File: src/pvc_map.vh
`ifndef PVC_MAP_VH
`define PVC_MAP_VH
// Register indices; the byte address is four times the index
`define PVC_IDX_SYNC_DLY     12'h019
`define PVC_IDX_CAL_CTRL     12'h018
`define PVC_IDX_TRANSFER     12'h232
`define PVC_ADDR_SYNC_DLY    14'h0064
`define PVC_ADDR_CAL_CTRL    14'h0060
`define PVC_ADDR_TRANSFER    14'h08c8
// Field positions
`define PVC_SYNC_MODE_HI     7
`define PVC_SYNC_MODE_LO     6
`define PVC_RDLY_HI          5
`define PVC_RDLY_LO          3
`define PVC_NDLY_HI          2
`define PVC_NDLY_LO          0
`define PVC_CALDIV_HI        2
`define PVC_CALDIV_LO        1
`define PVC_CALNOW_BIT       0
`define PVC_UPDATE_BIT       0
// Reset values
`define PVC_RST_SYNC_DLY     8'h00
`define PVC_RST_CAL_CTRL     8'h06
// Sync-reset modes
`define PVC_SYNC_NONE        2'h0
`define PVC_SYNC_ASYNC       2'h1
`define PVC_SYNC_SYNC        2'h2
`define PVC_SYNC_NONE2       2'h3
// Calibration length in calibration-clock ticks
`define PVC_CAL_TICKS        16'h0200
`endif

File: src/pvc_caldiv.v
`include "pvc_map.vh"
`default_nettype none
// Divides the reference clock into a one-cycle calibration clock enable
module pvc_caldiv (
  // Clock and reset
  input  wire       clk_i,
  input  wire       rst_i,
  // Divider select
  input  wire [1:0] code_i,
  // Enable out
  output reg        tick_o
);
  reg [3:0] cnt_q;
  reg [3:0] last;

  // Terminal count per code; the ratio is the count plus one
  always @* begin
    case (code_i)
      2'h0:    last = 4'h1;
      2'h1:    last = 4'h3;
      2'h2:    last = 4'h7;
      default: last = 4'hf;
    endcase
  end

  // A new terminal at or below the count ends the period at once, never overshoots
  always @(posedge clk_i) begin
    if (rst_i) begin
      cnt_q  <= 4'h0;
      tick_o <= 1'b0;
    end else if (cnt_q >= last) begin
      cnt_q  <= 4'h0;
      tick_o <= 1'b1;
    end else begin
      cnt_q  <= cnt_q + 4'h1;
      tick_o <= 1'b0;
    end
  end
endmodule
`default_nettype wire

File: src/pvc_top.v
// Functional notes
// - Calibration clock is the reference clock divided by the programmed ratio.
// - Divider code 00 divides by two, for PFD below 12.5 MHz.
// - Divider code 01 divides by four, for PFD below 25 MHz.
// - Divider code 10 divides by eight, for PFD below 50 MHz.
// - Code 11 divides by sixteen, reset default, slowest calibration.
// - Calibration starts only on a 0-to-1 change of active cal-now bit.
// - Written cal-now reaches active set only on update-all strobe bit 0.
// - Clearing cal-now discards the stored calibration result.
// - Sync mode field: 00 none, 01 async, 10 sync, 11 none.
// - Reference delay bits 5:3, feedback delay bits 2:0, reset zero.
`include "pvc_map.vh"
`default_nettype none
module pvc_top #(
  parameter [15:0] CAL_TICKS = `PVC_CAL_TICKS
) (
  // Clock and reset
  input  wire        CLK_I,
  input  wire        RST_I,
  // APB slave
  input  wire        PSEL_I,
  input  wire        PENABLE_I,
  input  wire        PWRITE_I,
  input  wire [13:0] PADDR_I,
  input  wire [31:0] PWDATA_I,
  output reg  [31:0] PRDATA_O,
  output reg         PREADY_O,
  output reg         PSLVERR_O,
  // Sync pin, active low
  input  wire        SYNC_N_I,
  // Counter control and path delays
  output reg         CNT_CLEAR_O,
  output reg  [2:0]  REF_DLY_O,
  output reg  [2:0]  FB_DLY_O,
  // Calibration status
  output reg         CAL_BUSY_O,
  output reg         CAL_VALID_O,
  output reg         CAL_TICK_O
);
  // Calibration states; DONE keeps the result until cal-now drops
  localparam [1:0] CAL_IDLE = 2'h0;
  localparam [1:0] CAL_RUN  = 2'h1;
  localparam [1:0] CAL_DONE = 2'h2;

  // Staged (written) and active register sets
  reg [7:0]  sync_dly_stg_q;
  reg [7:0]  sync_dly_stg_d;
  reg [7:0]  cal_ctrl_stg_q;
  reg [7:0]  cal_ctrl_stg_d;
  reg [7:0]  sync_dly_act_q;
  reg [7:0]  sync_dly_act_d;
  reg [7:0]  cal_ctrl_act_q;
  reg [7:0]  cal_ctrl_act_d;
  // Bus answer
  reg [31:0] prdata_d;
  // Calibration sequencer
  reg [1:0]  cal_st_q;
  reg [1:0]  cal_st_d;
  reg [15:0] cal_cnt_q;
  reg [15:0] cal_cnt_d;
  reg        calnow_prev_q;
  // Sync pin history for synchronous mode
  reg        sync_q;
  reg        clear_d;
  wire       cal_tick;

  wire acc   = PSEL_I & PENABLE_I & ~PREADY_O;
  wire wr    = acc & PWRITE_I;
  wire hit_s = (PADDR_I == `PVC_ADDR_SYNC_DLY);
  wire hit_c = (PADDR_I == `PVC_ADDR_CAL_CTRL);
  wire hit_t = (PADDR_I == `PVC_ADDR_TRANSFER);
  wire upd   = wr & hit_t & PWDATA_I[`PVC_UPDATE_BIT];
  wire [1:0] mode = sync_dly_act_q[`PVC_SYNC_MODE_HI:`PVC_SYNC_MODE_LO];
  wire calnow = cal_ctrl_act_q[`PVC_CALNOW_BIT];
  wire sync_act = ~SYNC_N_I;
  // Read access and cal-now edge
  wire rd_acc = acc & ~PWRITE_I;
  wire calnow_rise = calnow & ~calnow_prev_q;
  // Last count of a run; a parameter of 1 gives a one-tick run
  wire [15:0] cal_last = CAL_TICKS - 16'h0001;

  // Read mux; unmapped reads and all writes answer zero
  always @* begin
    prdata_d = 32'h0000_0000;
    // Bit 0 of cal control shows a held result, not the request
    if (rd_acc & hit_s)
      prdata_d = {24'h000000, sync_dly_stg_q};
    else if (rd_acc & hit_c)
      prdata_d = {24'h000000, cal_ctrl_stg_q[7:1], calnow & CAL_VALID_O};
  end

  // One wait state: answer in the cycle after the access phase starts
  always @(posedge CLK_I) begin
    if (RST_I) begin
      PREADY_O  <= 1'b0;
      PSLVERR_O <= 1'b0;
      PRDATA_O  <= 32'h0000_0000;
    end else begin
      // Ready lasts one cycle, so a held request is never taken twice
      PREADY_O  <= acc;
      // Unmapped offsets raise an error but leave every register alone
      PSLVERR_O <= acc & ~(hit_s | hit_c | hit_t);
      PRDATA_O  <= prdata_d;
    end
  end

  // Writes land in the staged set; nothing acts on them before update
  always @* begin
    sync_dly_stg_d = sync_dly_stg_q;
    cal_ctrl_stg_d = cal_ctrl_stg_q;
    sync_dly_act_d = sync_dly_act_q;
    cal_ctrl_act_d = cal_ctrl_act_q;
    if (wr & hit_s)
      sync_dly_stg_d = PWDATA_I[7:0];
    if (wr & hit_c)
      cal_ctrl_stg_d = PWDATA_I[7:0];
    // Whole-set copy, so fields of one register never go live apart
    if (upd) begin
      sync_dly_act_d = sync_dly_stg_q;
      cal_ctrl_act_d = cal_ctrl_stg_q;
    end
  end

  // Staged and active sets
  always @(posedge CLK_I) begin
    if (RST_I) begin
      sync_dly_stg_q <= `PVC_RST_SYNC_DLY;
      cal_ctrl_stg_q <= `PVC_RST_CAL_CTRL;
      sync_dly_act_q <= `PVC_RST_SYNC_DLY;
      cal_ctrl_act_q <= `PVC_RST_CAL_CTRL;
    end else begin
      sync_dly_stg_q <= sync_dly_stg_d;
      cal_ctrl_stg_q <= cal_ctrl_stg_d;
      sync_dly_act_q <= sync_dly_act_d;
      cal_ctrl_act_q <= cal_ctrl_act_d;
    end
  end

  // Calibration clock enable from the reference clock; a new code
  // landing mid-period stretches or shortens that one period only
  pvc_caldiv u_div (
    .clk_i  (CLK_I),
    .rst_i  (RST_I),
    .code_i (cal_ctrl_act_q[`PVC_CALDIV_HI:`PVC_CALDIV_LO]),
    .tick_o (cal_tick)
  );

  // Next state of the calibration run; cal-now low always wins
  always @* begin
    cal_st_d  = cal_st_q;
    cal_cnt_d = cal_cnt_q;
    if (!calnow) begin
      cal_st_d = CAL_IDLE;
    end else if (calnow_rise) begin
      cal_st_d  = CAL_RUN;
      cal_cnt_d = 16'h0000;
    end else begin
      case (cal_st_q)
        CAL_IDLE: cal_st_d = CAL_IDLE;
        CAL_RUN: begin
          // Counts calibration clocks, not raw reference cycles
          if (cal_tick) begin
            cal_cnt_d = cal_cnt_q + 16'h0001;
            if (cal_cnt_q == cal_last)
              cal_st_d = CAL_DONE;
          end
        end
        CAL_DONE: cal_st_d = CAL_DONE;
        default:  cal_st_d = CAL_IDLE;
      endcase
    end
  end

  // Status flops; a bit left at one after a run starts nothing new.
  // The edge history resets low to match the reset value of cal-now,
  // so leaving reset never looks like a trigger.
  always @(posedge CLK_I) begin
    if (RST_I) begin
      cal_st_q      <= CAL_IDLE;
      calnow_prev_q <= 1'b0;
      cal_cnt_q     <= 16'h0000;
      CAL_BUSY_O    <= 1'b0;
      CAL_VALID_O   <= 1'b0;
      CAL_TICK_O    <= 1'b0;
    end else begin
      cal_st_q      <= cal_st_d;
      calnow_prev_q <= calnow;
      cal_cnt_q     <= cal_cnt_d;
      CAL_BUSY_O    <= (cal_st_d == CAL_RUN);
      CAL_VALID_O   <= (cal_st_d == CAL_DONE);
      CAL_TICK_O    <= cal_tick & CAL_BUSY_O;
    end
  end

  // Counter clear per mode; registered, so async mode lags the pin by
  // one clock, the price of driving every output from a flop
  always @* begin
    case (mode)
      `PVC_SYNC_ASYNC: clear_d = sync_act;
      `PVC_SYNC_SYNC:  clear_d = sync_q;
      default:         clear_d = 1'b0;
    endcase
  end

  // Clear and path delays; delays follow the active set a clock later
  always @(posedge CLK_I) begin
    if (RST_I) begin
      sync_q      <= 1'b0;
      CNT_CLEAR_O <= 1'b0;
      REF_DLY_O   <= 3'h0;
      FB_DLY_O    <= 3'h0;
    end else begin
      sync_q      <= sync_act;
      CNT_CLEAR_O <= clear_d;
      REF_DLY_O   <= sync_dly_act_q[`PVC_RDLY_HI:`PVC_RDLY_LO];
      FB_DLY_O    <= sync_dly_act_q[`PVC_NDLY_HI:`PVC_NDLY_LO];
    end
  end
endmodule
`default_nettype wire

File: config.mk
export PLATFORM = sky130hd
export DESIGN_NAME = pvc_top
export DESIGN_NICKNAME = d
export VERILOG_FILES = /design/src/pvc_caldiv.v /design/src/pvc_top.v
export VERILOG_INCLUDE_DIRS = /design/src
export SDC_FILE = /design/constraint.sdc
export NUM_CORES = 1
export LEC_CHECK = 0
export BUFFER_PORTS_ARGS = -buffer_cell sky130_fd_sc_hd__clkbuf_2
export CORE_MARGIN = 2
export CORE_UTILIZATION = 35
export CTS_CLUSTER_SIZE = 28
export DETAILED_ROUTE_END_ITERATION = 12
export MAX_ROUTING_LAYER = met4
export PLACE_DENSITY_LB_ADDON = 0.1
export SYNTH_ARGS = -nofsm -noshare
export SYNTH_HDL_FRONTEND = slang
export SYNTH_SLANG_ARGS = --single-unit
File: constraint.sdc
create_clock -name CLK_I -period 2.63 [get_ports CLK_I]
set_input_delay 0.789 -clock CLK_I [delete_from_list [all_inputs] [get_ports CLK_I]]
set_output_delay 0.789 -clock CLK_I [all_outputs]
set_load 0.1 [all_outputs]
## Yosys cells after proc, flatten, opt, wreduce, memory -nomap -nowiden

Index checks and enable logic that the tools add are counted.

- $add $sub $neg: 2
- Multiply operators: 0
- Div/mod/pow operators: 0
- Order comparisons: 1
- Eq/ne operators: 12
- Shift-type cells: 0
- Multiplexer cells: 13
- Bitwise operators: 21
- Reductions and logical operators: 6

Operator list:

| cell | number |
|---|---|
| 2-to-1 mux 16 bit | 3 |
| equality test 14 x 7 -> 1 bit, second input constant | 2 |
| adder 16 x 1 -> 16 bit, second input constant | 1 |
| equality test 16 x 9 -> 1 bit, second input constant | 1 |
| 2-to-1 mux 8 bit | 2 |
| bitwise AND 1 bit | 14 |
| equality test 14 x 12 -> 1 bit, second input constant | 1 |
| case mux 4 bit (3 select lines) | 1 |
| equality test 2 x 1 -> 1 bit, second input constant | 4 |
| equality test 2 bit, second input constant | 4 |
| 2-to-1 mux 2 bit | 4 |
| inverter 1 bit | 5 |
| adder 4 x 1 -> 4 bit, second input constant | 1 |
| greater-or-equal comparator 4 bit | 1 |
| case mux 2 bit (2 select lines) | 1 |
| nonzero test 2 bit | 2 |
| OR reduction 2 bit | 2 |
| AND reduction 3 bit | 1 |
| logical NOT 2 bit | 1 |
| bitwise OR 1 bit | 2 |
| case mux 1 bit (2 select lines) | 1 |
| 2-to-1 mux 1 bit | 1 |

- Flip-flop bits (word level): 96
- Bits in latches: 0
- Memory bits (writable): 0
- Bits in read-only memories: 0
- Input port bits: 52
- Output and inout port bits: 44
- Word-level logic and storage cells: 75
- Memories kept: 0

## Logic depth before layout (Yosys ltp)

Gate-level depths: netlist of the first run.

- Depth after elaboration: 7
- Depth in mapped cells: 7
- Mapped depth without buffers: 6

## Cells and area by module

A second synthesis of the first run with hierarchy kept.

- Cells, all modules: 343
- Area total of the unflattened synthesis: 3253.1 um^2

By module, submodules not included:

| module | instances | cells an instance | area an instance (um^2) | sequential area each (um^2) |
|---|---|---|---|---|
| pvc_top | 1 | 317 | 3009.1 | 1341.3 |
| pvc_caldiv | 1 | 26 | 244.0 | 100.1 |

## Worst setup path after synthesis of the first run

No wires, ideal clock.

- Path type: in2reg
- Start point: in PADDR_I[3]
- End point: reg sync_dly_stg_q[0]
- Setup time: 0.072 ns
- Arrival: 2.191 ns
- Required time: 2.558 ns
- Setup slack: 0.367 ns
- Stages: 4
- Path buffers: 0
- Cells stage by stage: nor4b_1 nand3_1 nor3_4 mux2i_1

- Cells in the longest elaborated chain, start to end: 2

Ends and longest elaborated chain:

| what | RTL line | text |
|---|---|---|
| start: declaration | pvc_top.v:24 | `input wire [13:0] PADDR_I,` |
| equality test 14 x 7 -> 1 bit (no source line) | - |  |
| bitwise AND 1 bit | pvc_top.v:113 | `if (wr & hit_s)` |
| end signal: assignment | pvc_top.v:127 | `` sync_dly_stg_q <= `PVC_RST_SYNC_DLY; `` |
| end signal: assignment | pvc_top.v:132 | `sync_dly_stg_q <= sync_dly_stg_d;` |
| end: declaration | pvc_top.v:46 | `reg [7:0] sync_dly_stg_q;` |

No other way between the ends.
A chain may end at the register's enable or synchronous reset.

## Final worst setup path of the first run

- Start point: reg cal_st_q[1]
- End point: reg cal_cnt_q[15]

- Cells in the longest elaborated chain, start to end: 3

Ends and longest elaborated chain:

| what | RTL line | text |
|---|---|---|
| start: declaration | pvc_top.v:57 | `reg [1:0] cal_st_q;` |
| start signal: assignment | pvc_top.v:186 | `cal_st_q <= cal_st_d;` |
| equality test 2 x 1 -> 1 bit | pvc_top.v:158 | `case (cal_st_q)` |
| nonzero test 2 bit (no source line) | - |  |
| AND reduction 3 bit (no source line) | - |  |
| end signal: assignment | pvc_top.v:188 | `cal_cnt_q <= cal_cnt_d;` |
| end: declaration | pvc_top.v:59 | `reg [15:0] cal_cnt_q;` |

No other way between the ends.

==> results of run 1 <==
## logic make-up (layout without fill, tap and decap cells)
group,Yosys count,after routing,share of synthesized area (%)
xor gates and xnor gates,8,8,2.21
adders and majority gates,9,9,3.55
AOI/OAI and AO/OA,52,52,10.5
other,1,24,0.118
buffers and inverters,54,92,9.44
muxes,22,22,6.95
DFF,72,72,45.5
and+or+nand+nor,113,113,21.8
## state kept, by name (all words and copies together), names as in the netlist, 2 cells and up
| register | count |
|---|---|
| cal_cnt_q | 16 |
| PRDATA_O | 8 |
| cal_ctrl_stg_q | 8 |
| sync_dly_act_q | 8 |
| sync_dly_stg_q | 8 |
| u_div.cnt_q | 4 |
| FB_DLY_O | 3 |
| REF_DLY_O | 3 |
| cal_ctrl_act_q | 3 |
| cal_st_q | 2 |
## cell usage after synthesis (2+ instances only)
cell	instances
a21o_1	3
a21oi_1	19
a22o_1	8
and3_1	2
buf_2	2
buf_4	25
clkbuf_1	7
dfxtp_1	72
ha_1	9
inv_1	19
mux2i_1	22
nand2_1	10
nand2b_1	26
nand3_1	8
nand4_1	9
nor2_1	22
nor3_1	5
nor3_2	2
nor3b_1	2
nor4b_1	3
o21ai_0	14
or3_1	4
or3_2	4
or4b_1	2
or4bb_1	2
xnor2_1	7
## cell type report
class / count / area [sq um] / area share (%)
inverters: 20 / 75.1 / 2.01
repair buffers: 56 / 303 / 8.09
flip-flops and latches: 72 / 1440 / 38.5
well taps: 108 / 135 / 3.61
clock inverters: 7 / 143 / 3.81
clock buffers: 9 / 124 / 3.31
multi-input cells: 228 / 1520 / 40.6
## worst register-to-register path: cells and delay by family, from the launching register on
kind                     cells  cell delay (ns)
AND/OR/NAND/NOR              2             1.22
buffers and inverters        1             0.06
flip-flops                   1             0.33
AO/OA/AOI/OAI                2             0.31
adder cells (fa/ha/maj)      1             0.27
## layer usage
metal / global-route usage, % / vias up / wire (microns)
met1: 18.6 / 1063 / 3130
met4: 4.11 / 0 / 46
met2: 21.2 / 55 / 2930
met3: 4.78 / 8 / 325
li1: - / 1220 / -
met5: - / - / 0
## power groups by stage
stage | registers [mW] | clock network (mW) | logic, mW
finish | 1.10 | 1.16 | 0.232
global route | 1.10 | 1.24 | 0.243
CTS | 1.10 | 1.19 | 0.233
detailed placement | 1.13 | 0 | 0.233
global placement | 1.13 | 0 | 0.231
floorplan | 1.13 | 0 | 0.215
## worst max path at each step
stage	to	slack (ns)	depth (start not counted)
finish	cal_cnt_q[15]	0.38	6
floorplan	sync_dly_stg_q[0]	0.37	4
CTS	cal_cnt_q[15]	0.35	6
global placement	cal_ctrl_stg_q[0]	0.31	6
detailed placement	sync_dly_stg_q[0]	0.28	7
global route	cal_cnt_q[15]	0.23	6
==> metrics.csv, run 1 <==
stage;metric;value;unit
placement;placer's final routability congestion estimate;0.774;
logic_synthesis;#FFs+latches synth;72;
global_routing;vias in the first global route;2311;
critical_path;Top delay family on crit path;simple AND/OR/NAND/NOR gates;
drt;# DRC;0;
clock_tree;number of H-tree levels;3;
clock_tree;post_cts resized;0;
timing;slew margin rel.;63.5;%
timing;worst setup margin;0.377;ns
timing;minimum clock period;2.25;ns
cells_and_area;ANT cells;0;
clock_tree;CTS tree;built;
drt;ANT nets after route;0;
clock_tree;Skew-Pair Late Insertion Delay;0.34;ns
logic_synthesis;Synth Instances;331;
floorplanning;DIE WIDTH;99.2;microns
flow_run;Max-Cap Viols;0;
critical_path;CP required;2.90;ns
placement;dpl hpwl;4500;microns
worst_hold_path;hold path endpoint;FB_DLY_O[2];
cells_and_area;area grow syn2layout;18.0;%
worst_hold_path;Hold Path Origin;sync_dly_act_q[2];
drt;DR iter-0 viols;43;
timing;final setup fails;0;
worst_hold_path;Hold Crit Class;reg2reg;
cells_and_area;Finished Layout Cells;500;
floorplanning;core box area;8760;sq um
critical_path;Max FO, Critical Path;9;
power_and_ir_drop;combinational share of power;9.3;%
critical_path;max incr delay on CP;0.70;ns
logic_synthesis;post-synthesis cell type count;49;
drt;vias;2346;
cells_and_area;final net count;448;
floorplanning;Ports;96;
logic_synthesis;Synth area leader;dfxtp_1;
timing;RSZ-0062 raised after global routing;false;
global_routing;initial antenna violation count;0;
floorplanning;Cell Rows;34;
logic_synthesis;Avg Cell Area, Syn;9.57;sq um
timing;setup TNS;0;ns
timing;max-slew violation count;0;
logic_synthesis;Area contributors post-synth;dfxtp_1, mux2i_1, buf_4;
timing;Peak Freq;0.444;GHz
power_and_ir_drop;Net Sw Frac;25.3;%
cells_and_area;commonest non-fill, non-tap cells in the layout;dfxtp_1, clkbuf_2, nand2b_1, conb_1;
global_routing;Tot GR Track Use;14.3;%
critical_path;CP Cell Sequence;inv_1 > ha_1 > a21boi_4 > or4b_1 > or4_1 > a21oi_1;
power_and_ir_drop;Max VDD drop;0.283;mV
placement;placed insts;484;
power_and_ir_drop;pwr/cell area;665;nW/um^2
clock_tree;TritonCTS buffer count;9;
floorplanning;Starting Density;36.2;%
critical_path;Worst Path Arrival;2.52;ns
critical_path;CP Launch Point;cal_st_q[1];
logic_synthesis;Yosys warning count;0;
timing;Least-Margin Pin Slew;0.550;ns
floorplanning;area of the die;9830;sq um
power_and_ir_drop;Pleak;1.54;nW
critical_path;CP Class;reg2reg;
critical_path;Critical Path Sink Type;flip-flop;
power_and_ir_drop;sequential fraction of design power;44.2;%
logic_synthesis;number of synthesized flops with an enable pin;0;
worst_hold_path;hold path depth;2;
drt;number of detailed-route iterations in the first pass;4;
clock_tree;CTS root buffer;clkbuf_8;
power_and_ir_drop;total power;2.49;mW
cells_and_area;fillcell total;914;
timing;hold slack final;0.447;ns
critical_path;worst flop-to-flop path endpoint;cal_cnt_q[15];
logic_synthesis;post-synthesis cell area;3170;sq um
power_and_ir_drop;Sw Pwr;0.630;mW
power_and_ir_drop;Clock power frac;46.5;%
critical_path;CP max stage cell;or4b_1;
critical_path;reg2reg setup slack;0.38;ns
power_and_ir_drop;Internal Pwr Total;1.86;mW
cells_and_area;post-layout util;42.7;%
drt;Routed WL per cell;12.9;microns
logic_synthesis;Synth Flop Type;dfxtp_1;
cells_and_area;Post-Layout Inst Area;3740;sq um
timing;final period utilization;85.7;%
floorplanning;Die Height;99.2;microns
cells_and_area;layout cells sized above 1;21.7;%
clock_tree;clk sinks;72;
clock_tree;Reg clk slew, reported paths;0.08;ns
critical_path;R2R depth;6;
placement;Area after DPL;3470;sq um
global_routing;first-pass GRT wire length;10900;microns
placement;IO Port Bufs;47;
status;status;completed;
logic_synthesis;ys async rst share;0;%
logic_synthesis;sequential area share after synthesis;45.5;%
clock_tree;CTS max path bufs;2;
global_routing;largest net degree at the start of global routing;47;
clock_tree;hold buffers post-CTS;0;
placement;dpl ws;0.277;ns
global_routing;gr ovfl total;0;
logic_synthesis;Yosys top cell area share;45.5;%
timing;clk_skew;0.0107;ns
clock_tree;postcts setup bufs;0;
drt;vias per inst;4.69;
drt;routed wire length;6430;microns
cells_and_area;commonest non-fill, non-tap cell in the layout;dfxtp_1;
timing;Fin. Hold Viols;0;
critical_path;R2R Path Start;cal_st_q[1];
critical_path;Worst Setup Start Kind;flip-flop;
critical_path;CP bufs+invs;1;
Note: power is estimated with default switching activity, not from simulation.
==> run 2, diff against run 1 <==
--- a/config.mk
+++ b/config.mk
@@ -7,8 +7,10 @@
 export NUM_CORES = 1
 export LEC_CHECK = 0
 export BUFFER_PORTS_ARGS = -buffer_cell sky130_fd_sc_hd__clkbuf_2
+export CELL_PAD_IN_SITES_DETAIL_PLACEMENT = 2
+export CELL_PAD_IN_SITES_GLOBAL_PLACEMENT = 2
 export CORE_MARGIN = 2
-export CORE_UTILIZATION = 35
+export CORE_UTILIZATION = 30
 export CTS_CLUSTER_SIZE = 28
 export DETAILED_ROUTE_END_ITERATION = 12
 export MAX_ROUTING_LAYER = met4
==> run 2 against run 1 <==
  * Cell count up 6.2%
  * Die area increased by 16%
  * Critical path depth shrank 1
  * Hold slack lost 0.012 ns
  * Via count rose by 6.1%
  * First-iteration DRC count increased by 9.3%
  * Sequential power barely moved
  * Sequential cell count unchanged
  * Sequential share of layout area shrank 0.56 points
  * Non-clock buffer count up 3
  * Utilization shrank 5.8 points
  * Highest routed layer unchanged
==> metrics.csv, run 2 (synthesis results as in run 1) <==
stage;metric;value;unit;change
drt;number of detailed-route iterations in the first pass;4;;unchanged
timing;Peak Freq;0.427;GHz;-3.8%
timing;Least-Margin Pin Slew;0.550;ns;-0.000132 ns
placement;IO Port Bufs;47;;unchanged
timing;clk_skew;0.0135;ns;+0.00276 ns
worst_hold_path;hold path depth;2;;unchanged
critical_path;reg2reg setup slack;0.29;ns;-0.09 ns
global_routing;initial antenna violation count;0;;unchanged
critical_path;Worst Setup Start Kind;flip-flop;;
floorplanning;DIE WIDTH;107;microns;+7.7%
cells_and_area;area grow syn2layout;19.8;%;
power_and_ir_drop;Max VDD drop;0.309;mV;+9.3%
drt;Routed WL per cell;14.8;microns;+15%
floorplanning;Ports;96;;unchanged
global_routing;gr ovfl total;0;;unchanged
critical_path;CP required;2.89;ns;about the same
drt;# DRC;0;;unchanged
timing;Fin. Hold Viols;0;;unchanged
cells_and_area;commonest non-fill, non-tap cells in the layout;dfxtp_1, clkbuf_2, nand2b_1, conb_1;;
cells_and_area;max FFs per register;16;;unchanged
critical_path;R2R Path Start;cal_st_q[0];;
clock_tree;CTS root buffer;clkbuf_8;;
worst_hold_path;hold path endpoint;FB_DLY_O[0];;
clock_tree;Skew-Pair Late Insertion Delay;0.34;ns;about the same
critical_path;CP Class;reg2reg;;
global_routing;first-pass GRT wire length;13300;microns;+23%
clock_tree;CTS tree;built;;
timing;slew margin rel.;63.5;%;about the same
floorplanning;core box area;10300;sq um;+17%
clock_tree;TritonCTS buffer count;9;;unchanged
floorplanning;Cell Rows;37;;+8.8%
status;status;completed;;
drt;ANT nets after route;0;;unchanged
cells_and_area;ANT cells;0;;unchanged
placement;dpl hpwl;5670;microns;+26%
clock_tree;hold buffers post-CTS;0;;unchanged
timing;max-slew violation count;0;;unchanged
flow_run;Max-Cap Viols;0;;unchanged
critical_path;worst flop-to-flop path endpoint;cal_cnt_q[15];;
drt;vias;2488;;+6.1%
drt;vias per inst;4.69;;-0.14%
drt;DR iter-0 viols;47;;+9.3%
placement;placer's final routability congestion estimate;0.745;;-3.7%
power_and_ir_drop;Pleak;1.56;nW;+1.0%
critical_path;Max FO, Critical Path;9;;unchanged
timing;final period utilization;89.0;%;+3.4 points
drt;routed wire length;7830;microns;+22%
timing;final setup fails;0;;unchanged
timing;setup TNS;0;ns;unchanged
cells_and_area;commonest non-fill, non-tap cell in the layout;dfxtp_1;;
clock_tree;postcts setup bufs;0;;unchanged
clock_tree;number of H-tree levels;3;;unchanged
floorplanning;Die Height;107;microns;+7.7%
global_routing;vias in the first global route;2666;;+15%
power_and_ir_drop;pwr/cell area;652;nW/um^2;-2.0%
clock_tree;Reg clk slew, reported paths;0.09;ns;about the same
critical_path;Worst Path Arrival;2.61;ns;+0.09 ns
worst_hold_path;Hold Crit Class;reg2reg;;
critical_path;R2R depth;5;;-1
floorplanning;Starting Density;30.8;%;-5.3 points
timing;worst setup margin;0.289;ns;-0.0888 ns
floorplanning;area of the die;11400;sq um;+16%
cells_and_area;final net count;451;;+0.67%
cells_and_area;layout cells sized above 1;22.3;%;+0.59 points
worst_hold_path;Hold Path Origin;sync_dly_act_q[0];;
clock_tree;CTS max path bufs;2;;unchanged
cells_and_area;Largest Register;cal_cnt_q;;
clock_tree;clk sinks;72;;unchanged
critical_path;Critical Path Sink Type;flip-flop;;
clock_tree;post_cts resized;0;;unchanged
global_routing;Tot GR Track Use;15.0;%;+0.78 points
placement;dpl ws;0.219;ns;-0.0575 ns
timing;RSZ-0062 raised after global routing;false;;
timing;minimum clock period;2.34;ns;+0.0888 ns
global_routing;largest net degree at the start of global routing;47;;unchanged
## run 2: cell count changes in the layout (fill, tap and decap cells not counted)
cell / previous run / this run
buf_4: 9 / 12
clkbuf_8: 9 / 12
bufinv_16: 4 / 3
clkinv_2: 1 / 0
inv_6: 1 / 0
## run 2: layout make-up
type	instances	area (sq um)
Fill cell	1185	6480
Multi-Input combinational cell	228	1520
Sequential cell	72	1440
Timing Repair Buffer	59	325
Tap cell	136	170
Clock buffer	12	165
Clock inverter	4	98.8
Inverter	20	75.1
## run 2: worst max-delay path: stages, from the launching register on
cell and delay, ns:
dfxtp_1 0.39, ha_1 0.31, a21boi_4 0.13, or4b_1 0.73, or4_1 0.54, a21oi_1 0.16
## run 2: how the worst max path moves through the flow
stage / slack [ns] / start / to
after floorplan: 0.37 / PADDR_I[3] / sync_dly_stg_q[0]
after global placement: 0.23 / PADDR_I[3] / cal_ctrl_stg_q[1]
after detailed placement: 0.22 / PADDR_I[3] / cal_ctrl_stg_q[1]
after CTS: 0.28 / cal_st_q[0] / cal_cnt_q[15]
after global routing: 0.21 / cal_st_q[0] / cal_cnt_q[15]
final: 0.29 / cal_st_q[0] / cal_cnt_q[15]
## run 2: per-layer routing
| layer | global-route usage, % | routed length (microns) |
|---|---|---|
| met1 | 17.0 | 3360 |
| met2 | 27.0 | 4190 |
| met3 | 3.40 | 227 |
| met4 | 3.62 | 62 |
| met5 | - | 0 |
## run 2: where the power goes
part,internal (mW),switching (mW),leakage (nW)
Combinational,0.0356,0.198,0.841
Clock,0.711,0.432,0.133
Sequential,1.10,0.00480,0.581
## run 2: per-stage QoR
step / cells / power (mW) / hold slack [ns] / cell area (sq um) / util, %
finish: 531 / 2.48 / 0.435 / 3800 / 36.9
global route: 531 / 2.57 / 0.470 / 3800 / 36.9
CTS: 531 / 2.51 / 0.449 / 3800 / 36.9
detailed placement: 515 / 1.36 / 0.434 / 3530 / 34.4
global placement: 515 / 1.36 / 0.427 / 3530 / 34.4
floorplan: 354 / 1.35 / 0.414 / 3260 / -
